### src/hw/tfg_regs.svh
// register offsets, field positions, reset values and counts of the test frame generator
`ifndef TFG_REGS_SVH
`define TFG_REGS_SVH

`define TFG_ADDR_CTRL 5'h1D
`define TFG_ADDR_PAT 5'h1E

`define TFG_BIT_ENABLE 15
`define TFG_BIT_RUN 14
`define TFG_BIT_CONT 13
`define TFG_LEN_HI 12
`define TFG_LEN_LO 11
`define TFG_BIT_GAP 10
`define TFG_DA_HI 9
`define TFG_DA_LO 6
`define TFG_SA_HI 5
`define TFG_SA_LO 2
`define TFG_BIT_RANDOM 1
`define TFG_BIT_BADFCS 0

`define TFG_CTRL_RESET 16'h0040
`define TFG_PAT_RESET 16'h0000

`define TFG_LEN_125 14'd125
`define TFG_LEN_64 14'd64
`define TFG_LEN_1518 14'd1518
`define TFG_LEN_JUMBO 10000

`define TFG_GAP_SHORT_BITS 96
`define TFG_GAP_LONG_BITS 8192
`define TFG_BITS_PER_BYTE 8

`define TFG_FRAME_TOTAL 30000000
`define TFG_BLOCK_FRAMES 10000

`define TFG_PREAMBLE_BYTES 7
`define TFG_PREAMBLE 8'h55
`define TFG_SFD 8'hD5
`define TFG_ADDR_FILL 8'hFF
`define TFG_TYPE_HI 8'h88
`define TFG_TYPE_LO 8'hB5
`define TFG_PAYLOAD_START 14'd14
`define TFG_FCS_BYTES 14'd4
`define TFG_CRC_POLY 32'hEDB88320
`define TFG_CRC_INIT 32'hFFFFFFFF
`define TFG_PRBS_SEED 32'h0000ACE1
`define TFG_PRBS_POLY 32'h80200003

`endif

### src/hw/tfg_pkg.sv
// types shared by the test frame generator modules
package tfg_pkg;
   typedef logic [7:0] tfg_byte_t;
   typedef logic [15:0] tfg_word_t;
   typedef logic [4:0] tfg_addr_t;
   typedef enum logic [4:0] {
      ST_IDLE = 5'h01,
      ST_PRE = 5'h02,
      ST_BODY = 5'h04,
      ST_FCS = 5'h08,
      ST_GAP = 5'h10
   } tfg_state_t;
endpackage

### src/hw/tfg_crc32.sv
// byte-wide reflected CRC-32 accumulator
`timescale 1ns/1ns
`include "tfg_regs.svh"
module tfg_crc32 (
   input wire logic clk_i,
   input wire logic rst_n_i,
   input wire logic init_i,
   input wire logic en_i,
   input wire tfg_pkg::tfg_byte_t data_i,
   output logic [31:0] crc_o
);
   import tfg_pkg::*;

   function automatic logic [31:0] crc_step(input logic [31:0] c, input tfg_byte_t d);
      logic [31:0] r;
      r = c ^ {24'h000000, d};
      for (int i = 0; i < 8; i++) begin
         r = r[0] ? ((r >> 1) ^ `TFG_CRC_POLY) : (r >> 1);
      end
      return r;
   endfunction

   always_ff @(posedge clk_i or negedge rst_n_i) begin
      if (!rst_n_i) begin
         crc_o <= `TFG_CRC_INIT;
      end else if (init_i) begin
         crc_o <= `TFG_CRC_INIT;
      end else if (en_i) begin
         crc_o <= crc_step(crc_o, data_i);
      end
   end
endmodule

### src/hw/tfg_prbs.sv
// pseudo-random payload byte source, eight lfsr steps per byte
`timescale 1ns/1ns
`include "tfg_regs.svh"
module tfg_prbs (
   input wire logic clk_i,
   input wire logic rst_n_i,
   input wire logic seed_i,
   input wire logic step_i,
   output tfg_pkg::tfg_byte_t byte_o
);
   import tfg_pkg::*;

   logic [31:0] lfsr_q;

   function automatic logic [31:0] lfsr_adv(input logic [31:0] s);
      logic [31:0] r;
      r = s;
      for (int i = 0; i < 8; i++) begin
         r = r[0] ? ((r >> 1) ^ `TFG_PRBS_POLY) : (r >> 1);
      end
      return r;
   endfunction

   always_ff @(posedge clk_i or negedge rst_n_i) begin
      if (!rst_n_i) begin
         lfsr_q <= `TFG_PRBS_SEED;
      end else if (seed_i) begin
         lfsr_q <= `TFG_PRBS_SEED;
      end else if (step_i) begin
         lfsr_q <= lfsr_adv(lfsr_q);
      end
   end

   assign byte_o = lfsr_q[7:0];
endmodule

### src/hw/tfg_top.sv
// test frame generator: control registers, frame sequencer and transmit path mux
// Functional notes
// - frames go out only while both the enable and run bits are set, and clearing run stops it.
// - with the duration bit set frames go out without end, counted in blocks of ten thousand.
// - a run started with the duration bit clear sends exactly thirty million frames then stops.
// - clearing the duration bit in continuous mode stops at the next multiple of ten thousand.
// - the length field picks 125, 64, 1518 or 10,000-byte frames.
// - frames are spaced by 96 bit times, or 8,192 when the gap bit is set.
// - destination address is all ones with its low nibble from bits 9:6, reset 0001.
// - source address is all ones with its low nibble from bits 5:2, reset 0000.
// - payload is random when the payload-type bit is set, else the fixed pattern word.
// - bit 0 set makes every frame carry a wrong check sequence, clear a correct one.
// - in fixed mode the 16-bit pattern register repeats through the whole payload.
`timescale 1ns/1ns
`include "tfg_regs.svh"
module tfg_top #(
   parameter int unsigned FRAME_TOTAL = `TFG_FRAME_TOTAL,
   parameter int unsigned BLOCK_FRAMES = `TFG_BLOCK_FRAMES,
   parameter int unsigned JUMBO_BYTES = `TFG_LEN_JUMBO
) (
   input wire logic CLK_I,
   input wire logic NRST_I,
   input wire logic REG_PAGE1_I,
   input wire logic REG_WE_I,
   input wire tfg_pkg::tfg_addr_t REG_ADDR_I,
   input wire tfg_pkg::tfg_word_t REG_WDATA_I,
   output tfg_pkg::tfg_word_t REG_RDATA_O,
   input wire tfg_pkg::tfg_byte_t MAC_TXD_I,
   input wire logic MAC_TX_EN_I,
   input wire logic MAC_TX_ER_I,
   output tfg_pkg::tfg_byte_t TX_DATA_O,
   output logic TX_EN_O,
   output logic TX_ER_O,
   output logic GEN_BUSY_O
);
   import tfg_pkg::*;

   localparam int unsigned GAP_SHORT = `TFG_GAP_SHORT_BITS / `TFG_BITS_PER_BYTE;
   localparam int unsigned GAP_LONG = `TFG_GAP_LONG_BITS / `TFG_BITS_PER_BYTE;

   logic rst_meta_q;
   logic rst_n_q;
   tfg_word_t ctrl_q;
   tfg_word_t pat_q;
   tfg_state_t state_q;
   logic [13:0] pos_q;
   logic [13:0] len_q;
   logic gap_long_q;
   logic [3:0] da_q;
   logic [3:0] sa_q;
   logic rnd_q;
   logic bad_q;
   tfg_word_t pat_run_q;
   logic cont_q;
   logic stop_q;
   logic armed_q;
   logic [24:0] frames_q;
   logic [13:0] blk_q;
   tfg_byte_t gen_byte;
   tfg_byte_t rnd_byte;
   logic [31:0] crc;
   logic [31:0] fcs_word;
   logic go;
   logic start;
   logic frame_end;
   logic gap_end;
   logic [13:0] body_last;
   logic [13:0] gap_last;
   logic [13:0] pay_idx;
   logic [24:0] frames_nx;
   logic [13:0] blk_nx;

   function automatic logic [13:0] frame_len(input logic [1:0] sel);
      case (sel)
         2'b00: frame_len = `TFG_LEN_125;
         2'b01: frame_len = `TFG_LEN_64;
         2'b10: frame_len = `TFG_LEN_1518;
         default: frame_len = JUMBO_BYTES[13:0];
      endcase
   endfunction

   // reset released through two flops
   always_ff @(posedge CLK_I or negedge NRST_I) begin
      if (!NRST_I) begin
         rst_meta_q <= 1'b0;
         rst_n_q <= 1'b0;
      end else begin
         rst_meta_q <= 1'b1;
         rst_n_q <= rst_meta_q;
      end
   end

   // management registers on extended page 1
   always_ff @(posedge CLK_I or negedge rst_n_q) begin
      if (!rst_n_q) begin
         ctrl_q <= `TFG_CTRL_RESET;
         pat_q <= `TFG_PAT_RESET;
      end else if (REG_WE_I && REG_PAGE1_I) begin
         if (REG_ADDR_I == `TFG_ADDR_CTRL) begin
            ctrl_q <= REG_WDATA_I;
         end
         if (REG_ADDR_I == `TFG_ADDR_PAT) begin
            pat_q <= REG_WDATA_I;
         end
      end
   end

   always_ff @(posedge CLK_I or negedge rst_n_q) begin
      if (!rst_n_q) begin
         REG_RDATA_O <= 16'h0000;
      end else if (REG_PAGE1_I && REG_ADDR_I == `TFG_ADDR_CTRL) begin
         REG_RDATA_O <= ctrl_q;
      end else if (REG_PAGE1_I && REG_ADDR_I == `TFG_ADDR_PAT) begin
         REG_RDATA_O <= pat_q;
      end else begin
         REG_RDATA_O <= 16'h0000;
      end
   end

   assign go = ctrl_q[`TFG_BIT_ENABLE] && ctrl_q[`TFG_BIT_RUN];
   // a finished run waits for enable or run to drop before it may start again
   assign start = (state_q == ST_IDLE) && go && armed_q;
   assign body_last = len_q - `TFG_FCS_BYTES - 14'd1;
   assign gap_last = gap_long_q ? 14'(GAP_LONG - 1) : 14'(GAP_SHORT - 1);
   assign frame_end = (state_q == ST_FCS) && (pos_q == `TFG_FCS_BYTES - 14'd1);
   assign gap_end = (state_q == ST_GAP) && (pos_q == gap_last);
   assign pay_idx = pos_q - `TFG_PAYLOAD_START;
   assign frames_nx = frames_q + 25'd1;
   assign blk_nx = (blk_q == 14'(BLOCK_FRAMES - 1)) ? 14'd0 : blk_q + 14'd1;

   always_ff @(posedge CLK_I or negedge rst_n_q) begin
      if (!rst_n_q) begin
         armed_q <= 1'b1;
      end else if (!go) begin
         armed_q <= 1'b1;
      end else if (start) begin
         armed_q <= 1'b0;
      end
   end

   // configuration captured at start, so mid-run edits other than clearing the duration, run or enable bits wait for a restart
   always_ff @(posedge CLK_I or negedge rst_n_q) begin
      if (!rst_n_q) begin
         len_q <= `TFG_LEN_125;
         gap_long_q <= 1'b0;
         da_q <= 4'h1;
         sa_q <= 4'h0;
         rnd_q <= 1'b0;
         bad_q <= 1'b0;
         pat_run_q <= `TFG_PAT_RESET;
         cont_q <= 1'b0;
      end else if (start) begin
         len_q <= frame_len(ctrl_q[`TFG_LEN_HI:`TFG_LEN_LO]);
         gap_long_q <= ctrl_q[`TFG_BIT_GAP];
         da_q <= ctrl_q[`TFG_DA_HI:`TFG_DA_LO];
         sa_q <= ctrl_q[`TFG_SA_HI:`TFG_SA_LO];
         rnd_q <= ctrl_q[`TFG_BIT_RANDOM];
         bad_q <= ctrl_q[`TFG_BIT_BADFCS];
         pat_run_q <= pat_q;
         cont_q <= ctrl_q[`TFG_BIT_CONT];
      end
   end

   // frame counting and the decision to end the run
   always_ff @(posedge CLK_I or negedge rst_n_q) begin
      if (!rst_n_q) begin
         frames_q <= 25'd0;
         blk_q <= 14'd0;
         stop_q <= 1'b0;
      end else if (start) begin
         frames_q <= 25'd0;
         blk_q <= 14'd0;
         stop_q <= 1'b0;
      end else if (frame_end) begin
         frames_q <= frames_nx;
         blk_q <= blk_nx;
         if (!cont_q && frames_nx == 25'(FRAME_TOTAL)) begin
            stop_q <= 1'b1;
         end else if (cont_q && !ctrl_q[`TFG_BIT_CONT] && blk_nx == 14'd0) begin
            stop_q <= 1'b1;
         end
      end
   end

   // sequencer; clearing run lets the frame on the wire finish cleanly
   always_ff @(posedge CLK_I or negedge rst_n_q) begin
      if (!rst_n_q) begin
         state_q <= ST_IDLE;
         pos_q <= 14'd0;
      end else begin
         case (state_q)
            ST_IDLE: begin
               pos_q <= 14'd0;
               if (start) begin
                  state_q <= ST_PRE;
               end
            end
            ST_PRE: begin
               if (pos_q == 14'(`TFG_PREAMBLE_BYTES)) begin
                  state_q <= ST_BODY;
                  pos_q <= 14'd0;
               end else begin
                  pos_q <= pos_q + 14'd1;
               end
            end
            ST_BODY: begin
               if (pos_q == body_last) begin
                  state_q <= ST_FCS;
                  pos_q <= 14'd0;
               end else begin
                  pos_q <= pos_q + 14'd1;
               end
            end
            ST_FCS: begin
               if (frame_end) begin
                  state_q <= ST_GAP;
                  pos_q <= 14'd0;
               end else begin
                  pos_q <= pos_q + 14'd1;
               end
            end
            ST_GAP: begin
               if (gap_end) begin
                  pos_q <= 14'd0;
                  if (stop_q || !go) begin
                     state_q <= ST_IDLE;
                  end else begin
                     state_q <= ST_PRE;
                  end
               end else begin
                  pos_q <= pos_q + 14'd1;
               end
            end
            default: begin
               state_q <= ST_IDLE;
               pos_q <= 14'd0;
            end
         endcase
      end
   end

   assign fcs_word = bad_q ? crc : ~crc;

   always_comb begin
      gen_byte = 8'h00;
      case (state_q)
         ST_PRE: begin
            gen_byte = (pos_q == 14'(`TFG_PREAMBLE_BYTES)) ? `TFG_SFD : `TFG_PREAMBLE;
         end
         ST_BODY: begin
            if (pos_q == 14'd5) begin
               gen_byte = {4'hF, da_q};
            end else if (pos_q == 14'd11) begin
               gen_byte = {4'hF, sa_q};
            end else if (pos_q < 14'd12) begin
               gen_byte = `TFG_ADDR_FILL;
            end else if (pos_q == 14'd12) begin
               gen_byte = `TFG_TYPE_HI;
            end else if (pos_q == 14'd13) begin
               gen_byte = `TFG_TYPE_LO;
            end else if (rnd_q) begin
               gen_byte = rnd_byte;
            end else begin
               gen_byte = pay_idx[0] ? pat_run_q[7:0] : pat_run_q[15:8];
            end
         end
         ST_FCS: begin
            gen_byte = fcs_word[8 * pos_q[1:0] +: 8];
         end
         default: begin
            gen_byte = 8'h00;
         end
      endcase
   end

   tfg_crc32 u_crc (
      .clk_i(CLK_I),
      .rst_n_i(rst_n_q),
      .init_i(state_q == ST_PRE),
      .en_i(state_q == ST_BODY),
      .data_i(gen_byte),
      .crc_o(crc)
   );

   tfg_prbs u_prbs (
      .clk_i(CLK_I),
      .rst_n_i(rst_n_q),
      .seed_i(start),
      .step_i(state_q == ST_BODY && pos_q >= `TFG_PAYLOAD_START && rnd_q),
      .byte_o(rnd_byte)
   );

   // transmit path: own frames replace the MAC stream while a run is active
   always_ff @(posedge CLK_I or negedge rst_n_q) begin
      if (!rst_n_q) begin
         TX_DATA_O <= 8'h00;
         TX_EN_O <= 1'b0;
         TX_ER_O <= 1'b0;
         GEN_BUSY_O <= 1'b0;
      end else if (state_q != ST_IDLE) begin
         TX_DATA_O <= gen_byte;
         TX_EN_O <= (state_q == ST_PRE) || (state_q == ST_BODY) || (state_q == ST_FCS);
         TX_ER_O <= 1'b0;
         GEN_BUSY_O <= 1'b1;
      end else begin
         TX_DATA_O <= MAC_TXD_I;
         TX_EN_O <= MAC_TX_EN_I;
         TX_ER_O <= MAC_TX_ER_I;
         GEN_BUSY_O <= 1'b0;
      end
   end
endmodule

### config.mk
export PLATFORM = sky130hd
export DESIGN_NAME = tfg_top
export DESIGN_NICKNAME = d
export VERILOG_FILES = /design/src/hw/tfg_pkg.sv /design/src/hw/tfg_crc32.sv /design/src/hw/tfg_prbs.sv /design/src/hw/tfg_top.sv
export VERILOG_INCLUDE_DIRS = /design/src /design/src/hw
export SDC_FILE = /design/constraint.sdc
export NUM_CORES = 1
export LEC_CHECK = 0
export BUFFER_PORTS_ARGS = -buffer_cell sky130_fd_sc_hd__buf_4
export CORE_MARGIN = 1.5
export CORE_UTILIZATION = 30
export CTS_BUF_LIST = sky130_fd_sc_hd__clkbuf_4
export CTS_CLUSTER_SIZE = 12
export DETAILED_ROUTE_END_ITERATION = 16
export MAX_ROUTING_LAYER = met4
export PLACE_DENSITY = 0.45
export SLEW_MARGIN = 25
export SYNTH_ARGS = -nofsm -noshare
export SYNTH_HDL_FRONTEND = slang
export SYNTH_SLANG_ARGS = --single-unit
### constraint.sdc
create_clock -name CLK_I -period 11.92 [get_ports CLK_I]
set_clock_uncertainty 0.1 [all_clocks]
set_input_delay 1.788 -clock CLK_I [delete_from_list [all_inputs] [get_ports CLK_I]]
set_output_delay 1.788 -clock CLK_I [all_outputs]
set_load 0.005 [all_outputs]
**After elaboration in Yosys (flattened, before gate mapping)**

Cells that the tools add are included.

- Bitwise logic cells: 18
- $add $sub $neg: 6
- Eq/ne operators: 26
- Order comparisons: 2
- Multiplexer cells: 61
- Shift operators: 1
- Reduce and logical (&&, ||, !) cells: 29

Operator list:

| cell | number |
|---|---|
| 2-to-1 mux 32 bit | 21 |
| NOT 13 -> 14 bit | 8 |
| 2-to-1 mux 14 bit | 7 |
| 2-to-1 mux 8 bit | 9 |
| one-hot mux 14 bit (4 select lines) | 1 |
| 2-to-1 mux 25 bit | 2 |
| equality test 14 x 4 -> 1 bit (second input constant) | 3 |
| one-hot mux 14 bit (3 select lines) | 1 |
| 2-to-1 mux 16 bit | 2 |
| NOT 3 -> 4 bit | 8 |
| NOT 32 bit | 1 |
| variable part select 32 x 6 -> 8 bit | 1 |
| bitwise XOR 32 x 8 -> 32 bit | 1 |
| adder 14 x 1 -> 14 bit (second input constant) | 2 |
| equality test 14 x 3 -> 1 bit (second input constant) | 2 |
| adder 25 x 1 -> 25 bit (second input constant) | 1 |
| equality test 25 bit (second input constant) | 1 |
| 2-to-1 mux 5 bit | 5 |
| one-hot mux 5 bit (5 select lines) | 1 |
| one-hot mux 8 bit (3 select lines) | 1 |
| equality test 5 bit (second input constant) | 3 |
| equality test 14 x 10 -> 1 bit | 1 |
| equality test 14 bit | 1 |
| equality test 14 bit (second input constant) | 1 |
| 27 further kinds | 59 |

- Output and inout bits: 27
- Flip-flop bits (word level): 227

**Longest topological paths before layout**

Gate-level depths: netlist of the first run.

- Word-level depth: 28
- Depth in mapped cells: 12

**Cells and area by module**

A second synthesis of the first run with hierarchy kept.

- Cell total of the unflattened synthesis: 1211
- Area total of the unflattened synthesis: 12293.0 µm²

By module, submodules not included:

| module | area each (µm²) | cells an instance | instances |
|---|---|---|---|
| tfg_top | 8599.5 | 881 | 1 |
| tfg_crc32 | 2078.2 | 192 | 1 |
| tfg_prbs | 1615.3 | 138 | 1 |

**Worst setup path after synthesis of the first run**

No wires, ideal clock.

- Kind: input to register
- From: input REG_PAGE1_I
- To: register pat_q[10]
- Required time: 11695 ps
- Stages: 5
- Path slack: 8383 ps
- Buffers on the path: 1
- Data arrival time: 3312 ps
- Library setup time: 125 ps
- Path through: nand4_1 nor3b_1 nand2_1 clkbuf_1 mux2_2

- Longest elaborated chain between the ends: 2

Ends and longest elaborated chain:

| item | line | RTL |
|---|---|---|
| start, declared | tfg_top.sv:23 | `input wire logic REG_PAGE1_I,` |
| logical AND 1 bit | tfg_top.sv:98 | `end else if (REG_WE_I && REG_PAGE1_I) begin` |
| AND reduction 2 bit (no line) | -- |  |
| end signal, assigned | tfg_top.sv:97 | `` pat_q <= `TFG_PAT_RESET; `` |
| end, declared | tfg_top.sv:44 | `tfg_word_t pat_q;` |

Every way passes these cells.
A chain may end at the register's enable or synchronous reset.

**Final worst setup path of the first run**

- From: register pos_q[1]
- To: register u_crc.crc_o[20]

- Longest elaborated chain between the ends: 23
- Elaborated cells on any way between the ends: 31
- Classes of those cells: 1 x order compare; 5 x eq/ne; 1 x shift; 17 x mux; 7 x bitwise

Ends and longest elaborated chain:

| item | line | RTL |
|---|---|---|
| start, declared | tfg_top.sv:46 | `logic [13:0] pos_q;` |
| start signal, assigned | tfg_top.sv:203 | `pos_q <= pos_q + 14'd1;` |
| start signal, assigned | tfg_top.sv:211 | `pos_q <= pos_q + 14'd1;` |
| start signal, assigned | tfg_top.sv:219 | `pos_q <= pos_q + 14'd1;` |
| parallel branches: the longest is 6 deep, another holds less-than comparator 14 x 4 -> 1 bit | -- |  |
| one-hot mux 8 bit (3 select lines) (*) | tfg_top.sv:246 | `case (state_q)` |
| bitwise XOR 32 x 8 -> 32 bit (*) | tfg_crc32.sv:16 | `r = c ^ {24'h000000, d};` |
| 2-to-1 mux 32 bit (*) | tfg_crc32.sv:18 | `` r = r[0] ? ((r >> 1) ^ `TFG_CRC_POLY) : (r >> 1); `` |
| NOT 13 -> 14 bit (no line) | -- |  |
| 2-to-1 mux 32 bit (*) (2 in a row) | tfg_crc32.sv:18 |  |
| NOT 13 -> 14 bit (no line) | -- |  |
| 2-to-1 mux 32 bit (*) | tfg_crc32.sv:18 |  |
| NOT 13 -> 14 bit (no line) | -- |  |
| 2-to-1 mux 32 bit (*) (2 in a row) | tfg_crc32.sv:18 |  |
| NOT 13 -> 14 bit (no line) | -- |  |
| 2-to-1 mux 32 bit (*) | tfg_crc32.sv:18 |  |
| NOT 13 -> 14 bit (no line) | -- |  |
| 2-to-1 mux 32 bit (*) | tfg_crc32.sv:18 |  |
| 2-to-1 mux 32 bit (*) | tfg_crc32.sv:28 | `end else if (en_i) begin` |
| 2-to-1 mux 32 bit (*) | tfg_crc32.sv:26 | `end else if (init_i) begin` |
| end signal, assigned | tfg_crc32.sv:25 | `` crc_o <= `TFG_CRC_INIT; `` |
| end signal, assigned | tfg_crc32.sv:27 | `` crc_o <= `TFG_CRC_INIT; `` |
| end signal, assigned | tfg_crc32.sv:29 | `crc_o <= crc_step(crc_o, data_i);` |
| end, declared | tfg_crc32.sv:10 | `output logic [31:0] crc_o` |

Every way passes the cells marked *. The select of a mux whose other input is x is not followed.

==> impl_metrics.tcl, run 1 <==
set metrics [dict create \
    cp_common_cell "a221oi_1" \
    syn-cell-area_um2 11800 \
    firstDrtPassIters 5 \
    dp_hpwl_um 21300 \
    syn_inst 1205 \
    insertion_delay_ns 0.73 \
    wl_um 31700 \
    grt_max_degree 63 \
    cts_hold_buf 0 \
    area_growth_pct 15.9 \
    grt_pass1_wl_um 52000 \
    critPathRequiredTime_ns 12.46 \
    pre_cts_ws_ns 7.68 \
    stdcell_area_um2 13700 \
    multi_input_area_um2 5950 \
    peakVddDrop_mv 0.0934 \
    crit_chain "inv_1 -> ha_1 -> or3_1 -> a221oi_1 -> o211ai_2 -> xor2_4 -> xor2_1 -> nor2_1 -> a221oi_1 -> o221a_1" \
    ys_ff_latch 220 \
    seq_area_um2 5570 \
    seq_area_frac_synth 0.471 \
    timing.rr.start "pos_q[1]" \
    final_cell_mix "201 x nand2_1, 171 x dfrtp_1, 99 x clkbuf_4" \
    synth_area_per_cell_um2 9.81 \
    core-area_um2 38700 \
    slew_headroom 0.346 \
    antenna_found_initial 2 \
    cts.clk_slew.worst_paths_ns 0.08 \
    finalCritPeriodShare 0.335 \
    numCtsBuffers 69 \
    grt-ovfl-total 0 \
    min_to "rst_n_q" \
    rsz0062_at_grt "no" \
    numPortBuffers 61 \
    post-route-drc-count 0 \
    rows 72 \
    cts-root-buf "clkbuf_4" \
    critPathSlowestCell "dfrtp_1" \
    layout_commonest_cell "nand2_1" \
    vias_per_cell 4.94 \
    clock_path_buffers 3 \
    r2r_cells 10 \
    initial_core_util 0.305 \
    async_reset_ff_frac 1.00 \
    die_x_um 201 \
    die_h_um 201 \
    cpLargestDelayFamily "compound AO/OA/AOI/OAI gates" \
    h-tree-depth 3 \
    synthFlopType "dfrtp_1" \
    cts_resized 0 \
    gr-usage-all-layers 0.166 \
    ys_warn_count 0 \
    holdPathStages 0 \
    postLayoutSetupSlackWorst_ns 7.93 \
    finalHoldViolations 0 \
    min_period_ns 3.99 \
    wl_per_cell_um 17.1 \
    maxCapViolCount 0 \
    status "finished, final reports clean" \
    syn-num-nets 1252 \
    power_density_nw_per_um2 205 \
    critPathLaunchType "flip-flop" \
    synth.distinct_cells 76 \
    setup_tns_ns 0 \
    path_class "flip-flop to flip-flop" \
    maxSlewViolCount 0 \
    drt-initial-drc-count 406 \
    place_area_um2 12800 \
    crit_buf_inv 1 \
    fin_hold_ws_ns 0.244 \
    min-delay-start "rst_meta_q" \
    dieArea_um2 40600 \
    cts_setup_buffers 0 \
    nNetsFinal 1330 \
    max_stage_delay_ns 0.85 \
    cts_tree "built" \
    worstPathArrival_ns 4.53 \
    ant_nets 0 \
    worstHoldPathType "flip-flop to flip-flop" \
    r2r_setup_slack_ns 7.93 \
    worst_pin_slew_ns 0.977 \
    drive_above_1_share 0.231 \
    crit_fanout 13 \
    end_kind "flip-flop" \
    post-route-util 0.354 \
    first_global_vias 9300 \
    cts_sinks 220 \
    r2r-end "u_crc.crc_o[20]" \
    p_leak_uw 0.00588 \
    fmax_mhz 250 \
    io_pins 62 \
    synth_edf_count 0 \
    fillCellCount 4032 \
    vias 9142 \
    place.gp.congestion 0.812 \
    setup_viol 0 \
]
[worst max path at each step]
stage	startpoint	to	slack, ns	depth (start not counted)
final	pos_q[1]	u_crc.crc_o[20]	7.93	10
after global routing	len_q[5]	state_q[0]	7.71	10
after floorplan	rst_n_q	GEN_BUSY_O	5.32	0
after detailed placement	REG_PAGE1_I	pat_q[2]	7.68	5
after CTS	pos_q[1]	u_crc.crc_o[20]	7.93	10
after global placement	REG_PAGE1_I	pat_q[5]	7.75	5
[layer usage]
metal | vias up | share of wire | track usage
met5 | - | 0 | -
li1 | 4413 | - | -
met3 | 64 | 0.040 | 0.0408
met2 | 141 | 0.47 | 0.255
met1 | 4524 | 0.46 | 0.212
met4 | 0 | 0.024 | 0.0594
[final cells by class]
| cell class | count | area share |
|---|---|---|
| inverter | 16 | 0.00439 |
| timing repair buffer | 75 | 0.0411 |
| clock buffer | 99 | 0.0543 |
| sequential | 220 | 0.407 |
| clock inverter | 18 | 0.0113 |
| multi-input combinational | 901 | 0.434 |
| tap | 518 | 0.0473 |
| antenna | 3 | 0.000548 |
[power by group]
| group | leakage, µW | internal (µW) | switching, µW | total, µW |
|---|---|---|---|---|
| clock network | 0.000524 | 444 | 350 | 794 |
| registers | 0.00260 | 905 | 161 | 1070 |
| logic | 0.00276 | 420 | 526 | 946 |
[Yosys cell counts (all sizes together) (11+ instances only)]
cell type / instances / area (µm²)
nand2: 202 / 758
and3: 17 / 106
a21oi: 39 / 195
nand4: 16 / 100
a31oi: 12 / 75.1
nor2: 92 / 345
dfrtp: 172 / 4300
mux2: 36 / 405
o31ai: 19 / 170
nor3: 20 / 110
o21ai: 90 / 450
xnor2: 90 / 837
clkbuf: 59 / 221
inv: 15 / 56.3
nand3: 58 / 290
dfstp: 48 / 1260
ha: 12 / 150
xor2: 47 / 539
a22o: 17 / 149
nor4: 11 / 98.8
[cell families after synthesis]
| kind of cell | share of synthesized area |
|---|---|
| AOI/OAI and AO/OA | 0.133 |
| xor gates and xnor gates | 0.118 |
| adders and majority gates | 0.0127 |
| buffers and inverters | 0.0284 |
| DFF | 0.471 |
| muxes | 0.0580 |
| other | 0.000317 |
| and+or+nand+nor | 0.178 |
[state kept, by name (all words and copies together), names as in the netlist, 16 cells and up]
name	count
frames_q	25
u_prbs.lfsr_q	32
pat_q	16
REG_RDATA_O	16
pat_run_q	16
ctrl_q	16
u_crc.crc_o	32
[worst register-to-register path, stage by stage, from the launching register on]
cell      delay [ns]
dfrtp_1         0.85
inv_1           0.19
ha_1            0.33
or3_1           0.37
a221oi_1        0.34
o211ai_2        0.24
xor2_4          0.41
xor2_1          0.44
nor2_1          0.12
a221oi_1        0.30
o221a_1         0.23
[through the flow]
stage,instances,total power (µW)
final,1850,2810
after global routing,1850,3030
after CTS,1847,2860
after detailed placement,1730,2040
after global placement,1730,2030
after floorplan,1205,1770
(Power assumes the default switching activity.)
==> run 2, diff against run 1 <==
- PLACE_DENSITY: 0.45 -> 0.47
- clock period: 11.92 -> 3.56 ns (I/O delays scaled with it)
==> impl_metrics.tcl, run 2 (same netlist as run 1, synthesis figures left out) <==
set metrics [dict create \
    wl_um 32400 \
    met2_usage 0.255 \
    first_global_vias 9441 \
    cts.clk_slew.worst_paths_ns 0.07 \
    min_period_ns 3.32 \
    vias 9260 \
    end_kind "flip-flop" \
    place.gp.congestion 0.871 \
    grtUsageMet1 0.221 \
    rows 72 \
    area_growth_pct 20.5 \
    crit_buf_inv 2 \
    worstHoldPathType "input port to flip-flop" \
    firstDrtPassIters 4 \
    gr-usage-all-layers 0.168 \
    power_density_nw_per_um2 664 \
    die_x_um 201 \
    p_leak_uw 0.00617 \
    critPathRequiredTime_ns 4.11 \
    clock_path_buffers 3 \
    numPortBuffers 61 \
    cts_tree "built" \
    drive_above_1_share 0.244 \
    post-route-util 0.367 \
    dp_hpwl_um 22200 \
    maxSlewViolCount 0 \
    ant_nets 0 \
    nNetsFinal 1390 \
    critPathLaunchType "flip-flop" \
    maxCapViolCount 0 \
    path_class "flip-flop to flip-flop" \
    busiest_layer "met2" \
    slew_headroom 0.455 \
    antenna_found_initial 3 \
    max_stage_delay_ns 0.43 \
    drt-initial-drc-count 527 \
    critPathSlowestCell "xnor3_2" \
    grt_max_degree 133 \
    insertion_delay_ns 0.74 \
    grt_pass1_wl_um 52300 \
    dieArea_um2 40600 \
    crit_fanout 13 \
    setup_viol 0 \
    numCtsBuffers 66 \
    met3_usage 0.0389 \
    grt-ovfl-total 0 \
    cts_sinks 220 \
    crit_chain "buf_12 -> inv_1 -> ha_1 -> or3_1 -> a221oi_1 -> o211ai_2 -> xor2_4 -> xnor2_2 -> xnor3_2 -> xnor2_1 -> a21oi_1" \
    top_regs "u_crc.crc_o x32, u_prbs.lfsr_q x32, frames_q x25" \
    fmax_mhz 301 \
    worstPathArrival_ns 3.87 \
    final_cell_mix "202 x nand2_1, 171 x dfrtp_1, 106 x buf_4" \
    worst_pin_slew_ns 0.816 \
    core-area_um2 38700 \
    initial_core_util 0.305 \
    cts-root-buf "clkbuf_4" \
    die_h_um 201 \
    peakVddDrop_mv 0.328 \
    setup_tns_ns 0 \
    rsz0062_at_grt "no" \
    cpLargestDelayFamily "XOR/XNOR gates" \
    post-route-drc-count 0 \
    io_pins 62 \
    finalCritPeriodShare 0.932 \
    status "finished, final reports clean" \
    wl_per_cell_um 17.0 \
    fin_hold_ws_ns 0.134 \
    layout_commonest_cell "nand2_1" \
    vias_per_cell 4.86 \
    finalHoldViolations 0 \
    h-tree-depth 3 \
]
[run 2: changes by cell type in the layout (fill, tap and decap cells not counted), moves of 2 or more]
cell           before  now
buf_4              75  106
dlygate4sd3_1       0   27
clkinv_4            0    3
clkinv_1           12    8
buf_12              0    5
clkbuf_4           99   95
clkinvlp_4          2    0
[run 2: report_power, final]
part           total (µW)  internal, µW  switching, µW
Sequential           3560          3030            528
Clock                2490          1360           1130
Combinational        3400          1590           1810
[run 2: worst min-delay path, cell delays in order]
cell and delay (ns):
buf_4 0.08, nor2_1 0.09, nor2_1 0.15
[run 2: layout make-up]
class,instances,area (µm²)
clock buffer,95,713
fill,4026,24500
inverter,16,60.1
clock inverter,14,123
multi-input combinational,901,5950
sequential,220,5570
antenna,2,5.00
tap,518,648
timing repair buffer,138,1170
[run 2: path summary, 6_finish.rpt]
kind,startpoint,endpoint,slack [ns],cells after the start
max in group asynchronous,rst_n_q,TX_EN_O,1.98,1
worst min-delay path,MAC_TX_EN_I,TX_EN_O,0.13,3
worst max-delay path,pos_q[0],u_crc.crc_o[19],0.24,11
worst max register to register,pos_q[0],u_crc.crc_o[19],0.24,11
worst min register to register,rst_n_q,u_prbs.lfsr_q[4],0.18,0
min in group asynchronous,rst_n_q,u_prbs.lfsr_q[4],0.18,0
[run 2: per-layer routing]
layer / up-vias / part of all wire
met1: 4519 / 0.47
met5: - / 0
met4: 0 / 0.023
li1: 4523 / -
met3: 51 / 0.041
met2: 167 / 0.46
[run 2: what timing repair did]
item	CTS	global route
hold endpoints to repair	43	0
resized for setup	0	1
endpoints found under the setup margin	0	3
setup buffers	0	3
hold buffers	27	0
[run 2: per-stage QoR]
| step | worst slack (ns) | std cells | cell area, µm² | power, µW |
|---|---|---|---|---|
| 2_1_floorplan | 0.267 | 1205 | 11800 | 5940 |
| 3_3_place_gp | 0.208 | 1763 | 13100 | 6960 |
| 3_5_place_dp | 0.144 | 1763 | 13100 | 6970 |
| 4_1_cts | 0.128 | 1899 | 14200 | 9570 |
| 5_1_grt | 0.0317 | 1904 | 14200 | 10200 |
| 6_report | 0.241 | 1904 | 14200 | 9450 |
